--- config.mk ---
export PLATFORM = sky130hd
export DESIGN_NAME = hal_link_engine
export DESIGN_NICKNAME = d
export VERILOG_FILES = /design/src/logic/hal_pkg.sv /design/src/logic/hal_t1_timer.sv /design/src/logic/hal_link_engine.sv
export SDC_FILE = /design/constraint.sdc
export NUM_CORES = 1
export LEC_CHECK = 0
export ABC_AREA = 1
export BUFFER_PORTS_ARGS = -buffer_cell sky130_fd_sc_hd__buf_2
export CORE_MARGIN = 2
export CORE_UTILIZATION = 25
export DETAILED_ROUTE_END_ITERATION = 16
export PLACE_DENSITY = 0.46
export REMOVE_ABC_BUFFERS = 1
export SKIP_LAST_GASP = 1
export SLEW_MARGIN = 20
export SYNTH_ARGS = -nofsm -noshare
export SYNTH_HDL_FRONTEND = slang
export SYNTH_SLANG_ARGS = --single-unit
--- constraint.sdc ---
create_clock -name clk_in -period 2.5 [get_ports clk_in]
set_input_delay 0.125 -clock clk_in [delete_from_list [all_inputs] [get_ports clk_in]]
set_output_delay 0.125 -clock clk_in [all_outputs]
set_load 0.02 [all_outputs]
--- src/logic/hal_pkg.sv ---
// Shared constants and types of the auto-mode link procedure engine.
package hal_pkg;
	// ------------------------------------------------------------
	// Register map
	// ------------------------------------------------------------
	localparam logic [7:0] ADR_CFG = 8'h00;
	localparam logic [7:0] ADR_T1 = 8'h04;
	localparam logic [7:0] ADR_CMD = 8'h08;
	localparam logic [7:0] ADR_STAT = 8'h0c;

	// Configuration bits: modulus_select, normal_response_select,
	// timer_mode_bit, local receive-not-ready, retry count n1.
	localparam int CFG_MOD = 0;
	localparam int CFG_NRM = 1;
	localparam int CFG_TMD = 2;
	localparam int CFG_LRNR = 3;
	localparam int CFG_N1 = 4;
	localparam logic [7:0] CFG_RST = 8'h30;

	// Command bits, write-only, each one a one-cycle action.
	localparam int CMD_RECEIVER_RESET_CMD = 0;
	localparam int CMD_XIF = 1;
	localparam int CMD_XTR = 2;

	// ------------------------------------------------------------
	// Timing
	// ------------------------------------------------------------
	localparam int CLK_PERIOD_PS = 5000;
	localparam int T1_RST_NS = 1000;
	localparam logic [15:0] T1_RST_CYC = 16'((T1_RST_NS * 1000) / CLK_PERIOD_PS);

	// ------------------------------------------------------------
	// Types
	// ------------------------------------------------------------
	typedef enum logic [1:0] {FT_I = 2'b00, FT_S = 2'b01, FT_U = 2'b10} hal_ftype_e;
	typedef enum logic [1:0] {SF_RR = 2'b00, SF_RNR = 2'b01, SF_REJ = 2'b10} hal_sfn_e;
	typedef enum logic [1:0] {TK_S = 2'b00, TK_I = 2'b01, TK_T = 2'b10} hal_txk_e;
	typedef enum logic [2:0] {
		ST_IDLE = 3'b000,
		ST_WACK = 3'b001,
		ST_POLL = 3'b010,
		ST_RNRP = 3'b011,
		ST_TINW = 3'b100
	} hal_st_e;
	typedef enum logic [2:0] {
		SEL_NONE = 3'b000,
		SEL_R = 3'b001,
		SEL_P = 3'b010,
		SEL_I = 3'b011,
		SEL_T = 3'b100
	} hal_sel_e;

	typedef struct packed {
		hal_ftype_e ftype;
		hal_sfn_e sfn;
		logic [6:0] ns;
		logic [6:0] nr;
		logic pf;
		logic is_cmd;
		logic crc_err;
		logic abort;
		logic has_info;
	} hal_rxfr_s;

	typedef struct packed {
		hal_txk_e kind;
		hal_sfn_e sfn;
		logic [6:0] ns;
		logic [6:0] nr;
		logic pf;
		logic is_cmd;
	} hal_txfr_s;

	typedef struct packed {
		logic all_sent_irq;
		logic message_repeat_irq;
		logic timeout_irq;
		logic rx_message_end_irq;
		logic rme_crc;
		logic rme_abort;
		logic protocol_error_irq;
		logic remote_status_irq;
		logic store;
	} hal_evt_s;
endpackage

--- src/logic/hal_t1_timer.sv ---
// Retriggerable t1 supervision timer of the link procedure engine.
`timescale 1ns/1ps
module hal_t1_timer (
	input wire logic clk_in,
	input wire logic rst_n_in,
	input wire logic start_in,
	input wire logic stop_in,
	input wire logic [15:0] period_in,
	output logic expire_out
);
	logic [15:0] cnt_ff;
	logic run_ff;

	// ------------------------------------------------------------
	// Down counter
	// ------------------------------------------------------------
	// A start while running reloads, so every poll gets a full t1.
	// A period of zero behaves as one cycle, never as a stuck timer.
	always_ff @(posedge clk_in)
	begin
		if (!rst_n_in)
		begin
			cnt_ff <= 16'h0000;
			run_ff <= 1'b0;
			expire_out <= 1'b0;
		end
		else
		begin
			expire_out <= 1'b0;
			if (stop_in)
				run_ff <= 1'b0;
			else if (start_in)
			begin
				run_ff <= 1'b1;
				cnt_ff <= period_in;
			end
			else if (run_ff)
			begin
				if (cnt_ff <= 16'h0001)
				begin
					expire_out <= 1'b1;
					run_ff <= 1'b0;
				end
				else
					cnt_ff <= cnt_ff - 16'h0001;
			end
		end
	end
endmodule

--- src/logic/hal_link_engine.sv ---
// Auto-mode layer-2 procedure engine for one serial channel.
//
// Contract
// Modulo 8 or 128 sequence numbers selectable.
// Window one: compare counter LSBs only.
// Unnumbered frames go straight to host.
// Receiver reset reinitialises link state anytime.
// Reset default is combined balanced station.
// S-frames silent except status change, errors.
// I sequence error: discard, S-response, quiet.
// Local not-ready: reject I, send RNR.
// I-frame needs internal timer, then waits ack.
// No ack in t1: poll, retry n1 times.
// Ack or poll end: enable FIFO, interrupt.
// Host writes next frame after all-sent only.
// Remote RNR: poll every t1 until ready; the engine stops after n1 polls with a timeout.
// Retries exhausted: timeout, t1 later all-sent.
// Transparent frames allowed in every mode.
// I errors: CRC/abort end, N(S) S, N(R) error.
// S errors: CRC silent, N(R)/info protocol error.
// Erroneous frames leave V(S), V(R) unchanged.
// Config bit selects normal response secondary.
// Secondary sends only after poll received.
// Secondary queues I until poll, final set.
// Host sets addresses and modes before secondary.
`timescale 1ns/1ps
module hal_link_engine (
	input wire logic clk_in,
	input wire logic rst_n_in,
	input wire logic [7:0] addr_in,
	input wire logic [15:0] wdata_in,
	input wire logic wr_in,
	input wire logic rd_in,
	output logic [15:0] rdata_out,
	input wire logic rx_valid_in,
	input wire hal_pkg::hal_rxfr_s rx_frame_in,
	output logic tx_valid_out,
	output hal_pkg::hal_txfr_s tx_frame_out,
	input wire logic tx_ready_in,
	output logic tx_fifo_en_out,
	output hal_pkg::hal_evt_s evt_out
);
	logic [7:0] cfg_ff;
	logic [15:0] t1_ff;
	logic [6:0] vs_ff;
	logic [6:0] vr_ff;
	hal_pkg::hal_st_e st_ff;
	hal_pkg::hal_st_e nxt_st;
	logic [3:0] retry_ff;
	logic [3:0] nxt_retry;
	logic out_ff;
	logic rbusy_ff;
	logic pend_resp_ff;
	hal_pkg::hal_sfn_e resp_sfn_ff;
	logic resp_f_ff;
	logic pend_poll_ff;
	logic pend_info_ff;
	logic pend_trans_ff;
	logic permit_ff;
	hal_pkg::hal_evt_s evt_ff;
	logic m128;
	logic normal_response_select;
	logic timer_mode_bit;
	logic lrnr;
	logic [3:0] n1;
	logic cmd_receiver_reset_cmd;
	logic cmd_xif;
	logic cmd_xtr;
	logic go;
	logic good;
	logic nr_match;
	logic nr_bad;
	logic i_err;
	logic i_busy;
	logic i_seq;
	logic i_pce;
	logic i_good;
	logic s_pce;
	logic s_good;
	logic u_go;
	logic ack;
	logic fin;
	logic poll;
	logic s_rnr;
	logic s_rdy;
	logic expire;
	logic tmr_start;
	logic tmr_stop;
	logic e_all_sent_irq;
	logic e_xmr;
	logic e_tin;
	logic vs_back;
	logic poll_req;
	logic tx_acc;
	logic tx_i;
	hal_pkg::hal_sel_e sel;

	// Step a sequence variable up or down within the selected modulus.
	function automatic logic [6:0] seq_step(input logic [6:0] v, input logic wide,
		input logic up);
		logic [6:0] r;
		r = up ? v + 7'h01 : v - 7'h01;
		seq_step = wide ? r : {4'h0, r[2:0]};
	endfunction

	// ------------------------------------------------------------
	// Register port
	// ------------------------------------------------------------
	// Modulus from configuration.
	assign m128 = cfg_ff[hal_pkg::CFG_MOD];
	assign normal_response_select = cfg_ff[hal_pkg::CFG_NRM];
	assign timer_mode_bit = cfg_ff[hal_pkg::CFG_TMD];
	assign lrnr = cfg_ff[hal_pkg::CFG_LRNR];
	assign n1 = cfg_ff[hal_pkg::CFG_N1 +: 4];
	assign cmd_receiver_reset_cmd = wr_in && addr_in == hal_pkg::ADR_CMD && wdata_in[hal_pkg::CMD_RECEIVER_RESET_CMD];
	assign cmd_xif = wr_in && addr_in == hal_pkg::ADR_CMD && wdata_in[hal_pkg::CMD_XIF];
	assign cmd_xtr = wr_in && addr_in == hal_pkg::ADR_CMD && wdata_in[hal_pkg::CMD_XTR];

	// Reset leaves the balanced combined station.
	always_ff @(posedge clk_in)
	begin
		if (!rst_n_in)
		begin
			cfg_ff <= hal_pkg::CFG_RST;
			t1_ff <= hal_pkg::T1_RST_CYC;
		end
		else if (wr_in && addr_in == hal_pkg::ADR_CFG)
			cfg_ff <= wdata_in[7:0];
		else if (wr_in && addr_in == hal_pkg::ADR_T1)
			t1_ff <= wdata_in;
	end

	// Read data stand one cycle after each cycle of rd_in and are zero otherwise; unmapped offsets read zero.
	always_ff @(posedge clk_in)
	begin
		if (!rst_n_in)
			rdata_out <= 16'h0000;
		else if (!rd_in)
			rdata_out <= 16'h0000;
		else if (addr_in == hal_pkg::ADR_CFG)
			rdata_out <= {8'h00, cfg_ff};
		else if (addr_in == hal_pkg::ADR_T1)
			rdata_out <= t1_ff;
		else if (addr_in == hal_pkg::ADR_STAT)
			rdata_out <= {out_ff, rbusy_ff, vr_ff, vs_ff};
		else
			rdata_out <= 16'h0000;
	end

	// ------------------------------------------------------------
	// Received frame classification
	// ------------------------------------------------------------
	// Only bit 0 of N(S), N(R) is compared.
	// With one frame outstanding an N(R) LSB equal to V(S) acknowledges it;
	// with none outstanding a differing LSB can only be a stray N(R).
	always_comb
	begin
		go = rx_valid_in && !cmd_receiver_reset_cmd;
		good = !rx_frame_in.crc_err && !rx_frame_in.abort;
		nr_match = rx_frame_in.nr[0] == vs_ff[0];
		nr_bad = !out_ff && !nr_match;
		// I-frame error table.
		i_err = go && rx_frame_in.ftype == hal_pkg::FT_I && !good;
		// Local not-ready rejects I-frames.
		i_busy = go && rx_frame_in.ftype == hal_pkg::FT_I && good && lrnr;
		// Sequence error is answered, not reported.
		i_seq = go && rx_frame_in.ftype == hal_pkg::FT_I && good && !lrnr
			&& rx_frame_in.ns[0] != vr_ff[0];
		i_pce = go && rx_frame_in.ftype == hal_pkg::FT_I && good && !lrnr
			&& rx_frame_in.ns[0] == vr_ff[0] && nr_bad;
		i_good = go && rx_frame_in.ftype == hal_pkg::FT_I && good && !lrnr
			&& rx_frame_in.ns[0] == vr_ff[0] && !nr_bad;
		// S-frame errors; CRC and abort fall out silently.
		s_pce = go && rx_frame_in.ftype == hal_pkg::FT_S && good
			&& (rx_frame_in.has_info || nr_bad);
		s_good = go && rx_frame_in.ftype == hal_pkg::FT_S && good
			&& !rx_frame_in.has_info && !nr_bad;
		// Unnumbered frames are not interpreted.
		u_go = go && rx_frame_in.ftype == hal_pkg::FT_U;
		ack = (i_good || s_good) && out_ff && nr_match;
		fin = s_good && !rx_frame_in.is_cmd && rx_frame_in.pf;
		poll = (i_good || i_seq || i_busy || s_good) && rx_frame_in.is_cmd
			&& rx_frame_in.pf;
		s_rnr = s_good && rx_frame_in.sfn == hal_pkg::SF_RNR;
		s_rdy = s_good && rx_frame_in.sfn != hal_pkg::SF_RNR;
	end

	// ------------------------------------------------------------
	// Transmit selection
	// ------------------------------------------------------------
	// A secondary holds everything until it is polled.
	// Transparent frames pass in both modes.
	always_comb
	begin
		sel = hal_pkg::SEL_NONE;
		if (normal_response_select)
		begin
			if (permit_ff && pend_info_ff)
				sel = hal_pkg::SEL_I;
			else if (permit_ff && pend_trans_ff)
				sel = hal_pkg::SEL_T;
			else if (permit_ff && pend_resp_ff)
				sel = hal_pkg::SEL_R;
		end
		else if (pend_resp_ff)
			sel = hal_pkg::SEL_R;
		else if (pend_poll_ff)
			sel = hal_pkg::SEL_P;
		else if (pend_info_ff && st_ff == hal_pkg::ST_IDLE)
			sel = hal_pkg::SEL_I;
		else if (pend_trans_ff)
			sel = hal_pkg::SEL_T;
	end

	// A secondary's I-frame is a response with the final bit set.
	always_comb
	begin
		tx_frame_out.kind = hal_pkg::TK_S;
		tx_frame_out.sfn = lrnr ? hal_pkg::SF_RNR : hal_pkg::SF_RR;
		tx_frame_out.ns = vs_ff;
		tx_frame_out.nr = vr_ff;
		tx_frame_out.pf = 1'b1;
		tx_frame_out.is_cmd = 1'b1;
		unique case (sel)
			hal_pkg::SEL_R:
			begin
				tx_frame_out.sfn = resp_sfn_ff;
				tx_frame_out.pf = resp_f_ff;
				tx_frame_out.is_cmd = 1'b0;
			end
			hal_pkg::SEL_I:
			begin
				tx_frame_out.kind = hal_pkg::TK_I;
				tx_frame_out.pf = normal_response_select;
				tx_frame_out.is_cmd = !normal_response_select;
			end
			hal_pkg::SEL_T:
			begin
				tx_frame_out.kind = hal_pkg::TK_T;
				tx_frame_out.pf = 1'b0;
				tx_frame_out.is_cmd = 1'b0;
			end
			default:
			begin
				tx_frame_out.kind = hal_pkg::TK_S;
			end
		endcase
	end

	assign tx_valid_out = sel != hal_pkg::SEL_NONE;
	assign tx_acc = tx_valid_out && tx_ready_in;
	assign tx_i = tx_acc && sel == hal_pkg::SEL_I;
	// The transmit FIFO opens once the frame is settled.
	assign tx_fifo_en_out = !out_ff && !pend_info_ff;
	assign evt_out = evt_ff;

	// ------------------------------------------------------------
	// Acknowledgement supervision
	// ------------------------------------------------------------
	always_comb
	begin
		nxt_st = st_ff;
		nxt_retry = retry_ff;
		tmr_start = 1'b0;
		tmr_stop = 1'b0;
		e_all_sent_irq = 1'b0;
		e_xmr = 1'b0;
		e_tin = 1'b0;
		vs_back = 1'b0;
		poll_req = 1'b0;
		unique case (st_ff)
			hal_pkg::ST_IDLE:
			begin
				// Timer self-starts after an I-frame, in the balanced mode only.
				if (tx_i)
				begin
					nxt_st = hal_pkg::ST_WACK;
					nxt_retry = 4'h0;
					tmr_start = !normal_response_select;
				end
				// Remote busy starts periodic polling.
				else if (s_rnr && !normal_response_select)
				begin
					nxt_st = hal_pkg::ST_RNRP;
					nxt_retry = 4'h0;
					tmr_start = 1'b1;
				end
			end
			hal_pkg::ST_WACK, hal_pkg::ST_POLL:
			begin
				// Acknowledge, repeat or keep polling.
				if (ack)
				begin
					e_all_sent_irq = 1'b1;
					tmr_stop = 1'b1;
					nxt_st = hal_pkg::ST_IDLE;
				end
				else if (fin || (s_good && rx_frame_in.sfn == hal_pkg::SF_REJ))
				begin
					e_xmr = 1'b1;
					vs_back = 1'b1;
					tmr_stop = 1'b1;
					nxt_st = hal_pkg::ST_IDLE;
				end
				// Poll on expiry, at most n1 times.
				else if (expire && retry_ff < n1)
				begin
					poll_req = 1'b1;
					nxt_retry = retry_ff + 4'h1;
					tmr_start = 1'b1;
					nxt_st = hal_pkg::ST_POLL;
				end
				// Out of retries: timeout, then wait one t1.
				else if (expire)
				begin
					e_tin = 1'b1;
					tmr_start = 1'b1;
					nxt_st = hal_pkg::ST_TINW;
				end
			end
			hal_pkg::ST_RNRP:
			begin
				if (s_rdy || i_good)
				begin
					tmr_stop = 1'b1;
					nxt_st = hal_pkg::ST_IDLE;
				end
				// Query the remote after each t1, for the first n1 expiries only.
				else if (expire && retry_ff < n1)
				begin
					poll_req = 1'b1;
					nxt_retry = retry_ff + 4'h1;
					tmr_start = 1'b1;
				end
				else if (expire)
				begin
					e_tin = 1'b1;
					tmr_start = 1'b1;
					nxt_st = hal_pkg::ST_TINW;
				end
			end
			hal_pkg::ST_TINW:
			begin
				// All-sent one t1 after the timeout.
				if (expire)
				begin
					e_all_sent_irq = 1'b1;
					nxt_st = hal_pkg::ST_IDLE;
				end
			end
			default:
			begin
				nxt_st = hal_pkg::ST_IDLE;
			end
		endcase
	end

	hal_t1_timer u_t1 (
		.clk_in(clk_in),
		.rst_n_in(rst_n_in),
		.start_in(tmr_start),
		.stop_in(tmr_stop || cmd_receiver_reset_cmd),
		.period_in(t1_ff),
		.expire_out(expire)
	);

	// Receiver reset returns the link to its initial state.
	always_ff @(posedge clk_in)
	begin
		if (!rst_n_in || cmd_receiver_reset_cmd)
		begin
			st_ff <= hal_pkg::ST_IDLE;
			retry_ff <= 4'h0;
			out_ff <= 1'b0;
		end
		else
		begin
			st_ff <= nxt_st;
			retry_ff <= nxt_retry;
			if (tx_i)
				out_ff <= 1'b1;
			else if (e_all_sent_irq || e_xmr)
				out_ff <= 1'b0;
		end
	end

	// Only accepted frames move V(R); errored ones never do.
	always_ff @(posedge clk_in)
	begin
		if (!rst_n_in || cmd_receiver_reset_cmd)
		begin
			vs_ff <= 7'h00;
			vr_ff <= 7'h00;
		end
		else
		begin
			if (tx_i)
				vs_ff <= seq_step(vs_ff, m128, 1'b1);
			else if (vs_back)
				vs_ff <= seq_step(vs_ff, m128, 1'b0);
			if (i_good)
				vr_ff <= seq_step(vr_ff, m128, 1'b1);
		end
	end

	// ------------------------------------------------------------
	// Pending transmit work
	// ------------------------------------------------------------
	// A new request other than an I-frame in the cycle its old one is taken survives.
	always_ff @(posedge clk_in)
	begin
		if (!rst_n_in || cmd_receiver_reset_cmd)
		begin
			pend_resp_ff <= 1'b0;
			resp_sfn_ff <= hal_pkg::SF_RR;
			resp_f_ff <= 1'b0;
			pend_poll_ff <= 1'b0;
			pend_trans_ff <= 1'b0;
			permit_ff <= 1'b0;
		end
		else
		begin
			if (tx_acc && sel == hal_pkg::SEL_R)
				pend_resp_ff <= 1'b0;
			// Answer with RR, or RNR while locally busy.
			if (i_good || i_seq || i_busy || (s_good && poll))
			begin
				pend_resp_ff <= 1'b1;
				resp_sfn_ff <= lrnr ? hal_pkg::SF_RNR : hal_pkg::SF_RR;
				resp_f_ff <= rx_frame_in.pf;
			end
			if (tx_acc && sel == hal_pkg::SEL_P)
				pend_poll_ff <= 1'b0;
			if (poll_req)
				pend_poll_ff <= 1'b1;
			if (tx_acc && sel == hal_pkg::SEL_T)
				pend_trans_ff <= 1'b0;
			if (cmd_xtr)
				pend_trans_ff <= 1'b1;
			// One frame per poll received.
			if (tx_acc && normal_response_select)
				permit_ff <= 1'b0;
			if (poll && normal_response_select)
				permit_ff <= 1'b1;
		end
	end

	// I-frames only with the internal timer, unless secondary.
	// The secondary needs no timer for its I-frames.
	always_ff @(posedge clk_in)
	begin
		if (!rst_n_in || cmd_receiver_reset_cmd)
			pend_info_ff <= 1'b0;
		else if (tx_i)
			pend_info_ff <= 1'b0;
		else if (cmd_xif && !out_ff && (normal_response_select || timer_mode_bit))
			pend_info_ff <= 1'b1;
	end

	// ------------------------------------------------------------
	// Host events
	// ------------------------------------------------------------
	// Of S-frames, only status changes and protocol errors reach the host.
	always_ff @(posedge clk_in)
	begin
		if (!rst_n_in || cmd_receiver_reset_cmd)
		begin
			rbusy_ff <= 1'b0;
			evt_ff <= '0;
		end
		else
		begin
			evt_ff <= '0;
			if (s_rnr)
				rbusy_ff <= 1'b1;
			else if (s_rdy)
				rbusy_ff <= 1'b0;
			evt_ff.remote_status_irq <= (s_rnr && !rbusy_ff) || (s_rdy && rbusy_ff);
			// Protocol errors and message end.
			evt_ff.protocol_error_irq <= i_pce || s_pce;
			evt_ff.rx_message_end_irq <= i_err;
			evt_ff.rme_crc <= i_err && rx_frame_in.crc_err;
			evt_ff.rme_abort <= i_err && rx_frame_in.abort;
			evt_ff.store <= i_good || u_go;
			evt_ff.all_sent_irq <= e_all_sent_irq;
			evt_ff.message_repeat_irq <= e_xmr;
			evt_ff.timeout_irq <= e_tin;
		end
	end
endmodule

== After elaboration in Yosys (flattened, before gate mapping) ==
Cells that the tools add are included.

* Add/sub/neg operators: 5
* $mul: 0
* Div/mod/pow operators: 0
* Magnitude comparators: 2
* Eq/ne operators: 26
* Shift-type cells: 0
* Mux-type cells: 82
* Bitwise operators: 5
* Reduce and logical (&&, ||, !) cells: 106

{| class="wikitable"
|+ Operators with widths
! cell !! number
|-
| 2-to-1 mux 16 bit || 5
|-
| logical AND 1 bit || 54
|-
| 2-to-1 mux 3 bit || 16
|-
| 2-to-1 mux 1 bit || 39
|-
| 2-to-1 mux 7 bit || 5
|-
| 2-to-1 mux 4 bit || 6
|-
| == test 8 x 4 -> 1 bit (second input constant) || 2
|-
| less-or-equal comparator 16 x 1 -> 1 bit (second input constant) || 1
|-
| nonzero test 2 bit || 8
|-
| subtractor 16 x 1 -> 16 bit (second input constant) || 1
|-
| logical OR 1 bit || 15
|-
| adder 7 x 1 -> 7 bit (second input constant) || 2
|-
| zero test 1 bit || 14
|-
| == test 3 x 2 -> 1 bit (second input constant) || 4
|-
| one-hot mux 3 bit (4 select lines) || 1
|-
| one-hot mux 4 bit (3 select lines) || 1
|-
| == test 8 x 3 -> 1 bit (second input constant) || 1
|-
| zero test 8 bit || 1
|-
| 2-to-1 mux 8 bit || 1
|-
| != test 2 bit (second input constant) || 4
|-
| one-hot mux 1 bit (2 select lines) || 4
|-
| subtractor 7 x 1 -> 7 bit (second input constant) || 1
|-
| == test 3 x 1 -> 1 bit (second input constant) || 2
|-
| == test 3 bit (second input constant) || 2
|-
| 23 further kinds || 36
|}

* Bits in registers: 98
* Bits in latches: 0
* Memory bits (writable): 0
* ROM bits: 0
* Input port bits: 53
* Output and inout bits: 47
* Word-level logic and storage cells: 255
* Memories: 0

== Logic depth before layout (Yosys ltp) ==
* Depth in word-level cells: 18
* Depth in mapped cells: 17
* Gate-level depth less buffers: 16

== Modules after synthesis ==
A second synthesis with hierarchy kept.

* Cell total of the unflattened synthesis: 766
* Area total of the unflattened synthesis: 5297.6 um2

{| class="wikitable"
|+ By module, submodules not included
! module !! times used !! cells each !! area each (um2) !! seq. area each (um2)
|-
| hal_link_engine || 1 || 575 || 4083.9 || 1581.5
|-
| hal_t1_timer || 1 || 191 || 1213.7 || 360.3
|}

== Worst setup path before layout ==
No wires, ideal clock.

* Kind: reg2reg
* Start point: register vs_ff[0]
* End point: register u_t1.cnt_ff[0]
* Setup time: 113 ps
* Arrival: 1801 ps
* Required time: 2387 ps
* Path slack: 586 ps
* Cell stages (with the launch flop): 16
* Path buffers: 1
* Period minus slack after synthesis: 1914 ps
* Cells stage by stage: dfxtp_1 > or2_4 > nand3_4 > nand2_4 > clkinv_2 > nand4_4 > nor2_4 > nor2_1 > nand3_4 > nand4_2 > nand2_4 > inv_2 > buf_6 > nand2_1 > nand2_1 > nor2_1

* Cells in the longest elaborated chain, start to end: 14
* Elaborated cells between the ends (all ways): 33
* Classes of those cells: 2 x eq/ne; 11 x mux; 1 x bitwise; 19 x reduce/logical

{| class="wikitable"
|+ Ends and longest elaborated chain
! element !! line !! source
|-
| start, declared || hal_link_engine.sv:45 || <nowiki>logic [6:0] vs_ff;</nowiki>
|-
| start signal, assigned || hal_link_engine.sv:398 || <nowiki>vs_ff <= seq_step(vs_ff, m128, 1'b1);</nowiki>
|-
| start signal, assigned || hal_link_engine.sv:400 || <nowiki>vs_ff <= seq_step(vs_ff, m128, 1'b0);</nowiki>
|-
| == test 1 bit (*) || hal_link_engine.sv:160 || <nowiki>nr_match = rx_frame_in.nr[0] == vs_ff[0];</nowiki>
|-
| branches (longest 13 deep; another with one-hot mux 1 bit (3 select lines)) || -- ||
|-
| end signal, assigned || hal_t1_timer.sv:35 || <nowiki>cnt_ff <= period_in;</nowiki>
|-
| end signal, assigned || hal_t1_timer.sv:45 || <nowiki>cnt_ff <= cnt_ff - 16'h0001;</nowiki>
|-
| end, declared || hal_t1_timer.sv:11 || <nowiki>logic [15:0] cnt_ff;</nowiki>
|}

Mark *: on every way between the ends.
A chain may end at the register's enable or synchronous reset.

==> results.txt <==
After clock tree synthesis, the setup repair step added 0 buffers. The number of warnings reported in the yosys synthesis log came out at 0. The logs give 0.00300 uW for the static leakage and 0.0208 sq mm for the area of the placeable core. The first detailed-routing pass took 4 iterations. Once detail routing completed, the nets flagged for antenna violations numbered 0.

The total overflow left after global routing is 0. In this run the mean area of a mapped cell was 6.90 sq um. The fraction of the cycle the final worst path needs is 89.1%.

Number of maximum-capacitance violations: 0. The run gives 922 as the number of nets at the end of the flow. The largest area contributor in the synthesized netlist was dfxtp_1.

The parity-gate share of the synthesized area counting xor and xnor cells is 2.33%. During I/O placement, the number of pins put on the boundary was 100. After Yosys synthesis, and, or, nand and nor cells account for 33.8% of the synthesized area. The logs give 0 ns for the total negative slack for setup checks and 0.257 mV for the worst voltage drop across the vdd grid. In the final routed layout, each cell accounts on average for 13.4 um. Of the total synthesized cell area, the portion taken by full adders, half adders and majority gates is 2.14%. Summing the areas of all compound-gate instances in the mapped netlist gives 13.9% of the synthesized area.

The run finished with clean final reports. Post-CTS repair changed the size of 0 cells. The tree is rooted in a clkbuf_16. Counting the buffers created by CTS gives 9. For the pin with the worst max-slew slack, the measured transition is 0.647 ns. For this block, the initial DRC count from the detailed router was 294. Floorplan die height: 149 um. In this design, the critical path's most frequently occurring cell is nand2_1. For the worst setup path, the data required time is 2.38 ns.

The share of synthesized area in the top cell type comes to 36.9%. Ranked by total cell area, the synthesized netlist is headed by dfxtp_1 37%, nand2_1 12%, inv_1 7.6%, nor2_1 6.9%, a21oi_1 4.5%. The H-tree was split into 3 levels. The first global-routing pass estimated 24900 um of wire. On the final layout, the worst clock skew is 0.00554 ns. The floorplan has 53 rows. The critical-path cell with the highest stage delay was dfxtp_1. For this run, the top clock speed supported by timing is 449 MHz. Relative slew slack: 56.8%.

In the final layout, the share of cells above drive strength 1 is 19.5%. After clock tree synthesis, the clock-pin slew on the worst setup and hold paths is 0.07 ns. The area growth from synthesis to layout is 22.1%. The largest incremental delay on the critical path was 0.33 ns. For this design, the sink count on the clock tree is 97. The min-delay analysis places its worst path in the category input port to flop.

The most used flip-flop cell after synthesis is dfxtp_1. Entering global routing, the biggest net connects 25 pins. The x dimension of the die came out at 149 um. TritonCTS built the clock tree.

The smallest clock period supported by the final layout is computed as 2.23 ns. The critical path goes through inv_2 > nand2_2 > nor2_2 > nand3_1 > nand2_1 > nand2_1 > nand2_1 > inv_1 > nor2_1 > nand2_1 > o21ai_0 > buf_2. The top fanout value on the critical path works out to 4. The clock passes through at most 2 buffers. The number of global-route vias before repair was 4762. The final weighted congestion of routability-driven global placement is 0.844. The fraction of synthesis flops using an asynchronous set or reset pin is 0%, and the mean number of vias per cell is 4.38. Once the floorplan was initialized, standard cells occupied 25.3% of the core. The worst-case register-to-register setup slack was 0.36 ns. The logs give 0 for the number of failing hold endpoints at the final stage and 36.9% for the sequential area share after synthesis. The number of synthesized register bits works out to 97. The nature of the critical path startpoint is a flop. Layout filler cell count: 2343. For the number of standard cells after synthesis, the log shows 763.

In this run, post-CTS hold repair placed 4 buffers. The diode insertion count for antenna repair is 0, and the count of unique library cells instantiated by Yosys is 50. Detailed placement ended at an HPWL of 12100 um.

The floorplan step defined a die boundary enclosing 0.0222 sq mm. The post-route cell area came out at 0.00643 sq mm. The final count of pins violating max slew came out at 0.

At the worst endpoint, the arrival time is 2.10 ns. Buffers placed on the I/O ports in this run total 86. Across all layers, the routed design uses 4990 vias. Dividing total power by cell area gives a power density of 521 mW/mm^2. The run gives 0.00527 sq mm as the synthesized cell area. The final setup violation count was 0; the initial antenna violation count was 0. For this block, the routed nets add up to 15300 um of wire. STA classifies the critical path endpoint as an output port. The number of enable-type register cells in the synthesized netlist came out at 0. The multiplexer area fraction after synthesis was 0%. The tools report the count of unresolved DRC violations after routing as 0. The area after detailed placement came out at 0.00607 sq mm.

Clock latency on the worst-skew pair, taken at its later pin, is 0.35 ns. Setup repair after global routing left no endpoint under its margin. The total track usage came out at 14.2%. The critical path in this run is classified as flop to output port.

The largest family of logic cells by synthesized area was simple AND/OR/NAND/NOR gates.
worst paths after layout:
| path | start | endpoint | cells after the start |
|---|---|---|---|
| min reg2reg | resp_sfn_ff[0]$_SDFFE_PP0P_ | resp_sfn_ff[0]$_SDFFE_PP0P_ | 2 |
| max | st_ff[1]$_SDFFE_PP0P_ | tx_frame_out[16] | 12 |
| max reg2reg | st_ff[1]$_SDFFE_PP0P_ | u_t1.cnt_ff[15]$_SDFFE_PN0P_ | 17 |
| min | wdata_in[12] | t1_ff[12]$_SDFFE_PN0P_ | 3 |
area by class of cell:
class	instances	area, sq um	area share [%]
clock inverter	7	100	1.56
timing repair buffer	109	626	9.73
inverter	118	444	6.91
tap	275	344	5.35
multi-input combinational	525	2750	42.8
clock buffer	9	225	3.50
sequential	97	1940	30.2
cells in the mapped netlist (all sizes together), types with 7 or more instances:
cell / n
a21oi: 49
buf: 13
clkbuf: 10
dfxtp: 97
ha: 9
inv: 115
nand2: 180
nand3: 46
nand4: 18
nor2: 104
nor3: 12
o211ai: 8
o21ai: 53
o22ai: 7
xor2: 8
report_power, final:
| part | switching (uW) | leakage (uW) | internal, uW | total, uW |
|---|---|---|---|---|
| sequential | 6.35 | 0.000782 | 1550 | 1560 |
| clock | 654 | 0.000149 | 885 | 1540 |
| combinational | 165 | 0.00207 | 85.7 | 251 |
flip-flops by register name, indices dropped and copies added (netlist names), 3 cells and up:
name	count
vr_ff	7
st_ff	3
retry_ff	4
t1_ff	16
rdata_out	16
cfg_ff	8
vs_ff	7
evt_out	9
u_t1.cnt_ff	16
cells by family after synthesis:
logic type                 after synthesis
and+or+nand+nor                        371
buffers and inverters                  141
adders and majority gates                9
AOI/OAI and AO/OA                      130
xor gates and xnor gates                14
DFF                                     97
other                                    1
cell usage in the layout (no fill, tap or decap), drive strengths merged:
cell and count:
nand2 180, inv 117, buf 105, nor2 104, dfxtp 97, o21ai 53
a21oi 49, nand3 46, nand4 18, nor3 12, ha 9, clkbuf 9
o211ai 8, xor2 8, o22ai 7, xnor2 6, dlygate4sd3 4, nor3b 3
o31ai 3, clkinvlp 3, nor4 3, clkinv 3, o221ai 2, a31oi 2
o211a 2, nand3b 2, bufinv 2, and3 1, o21bai 1, nor4b 1
a211oi 1, or2 1, a211o 1, o2111ai 1, conb 1
layer usage:
| metal | GRT usage [%] | share of wire (%) |
|---|---|---|
| met1 | 18.8 | 48 |
| met2 | 23.8 | 47 |
| met3 | 1.93 | 3.7 |
| met4 | 5.10 | 1.8 |
| met5 | 0 | 0 |
stage by stage:
stage          hold slack (ns)  total power, uW  utilization [%]  setup slack, ns  instances
2_1_floorplan            0.224             1730                -          -0.0885        740
3_3_place_gp             0.352             1840             29.1            0.301       1120
3_5_place_dp             0.358             1840             29.1            0.267       1120
4_1_cts                 0.0157             3390             30.9            0.294       1140
5_1_grt                 0.0252             3480             30.9           0.0396       1140
6_report                0.0129             3350             30.9            0.272       1140
critical path: cells and delay by family (launching register included):
kind,cells,cell delay [ns]
buffers and inverters,3,0.36
flip-flops,1,0.33
AND/OR/NAND/NOR,8,0.93
AO/OA/AOI/OAI,1,0.12
No activity file was read; power rests on OpenSTA's default activity.
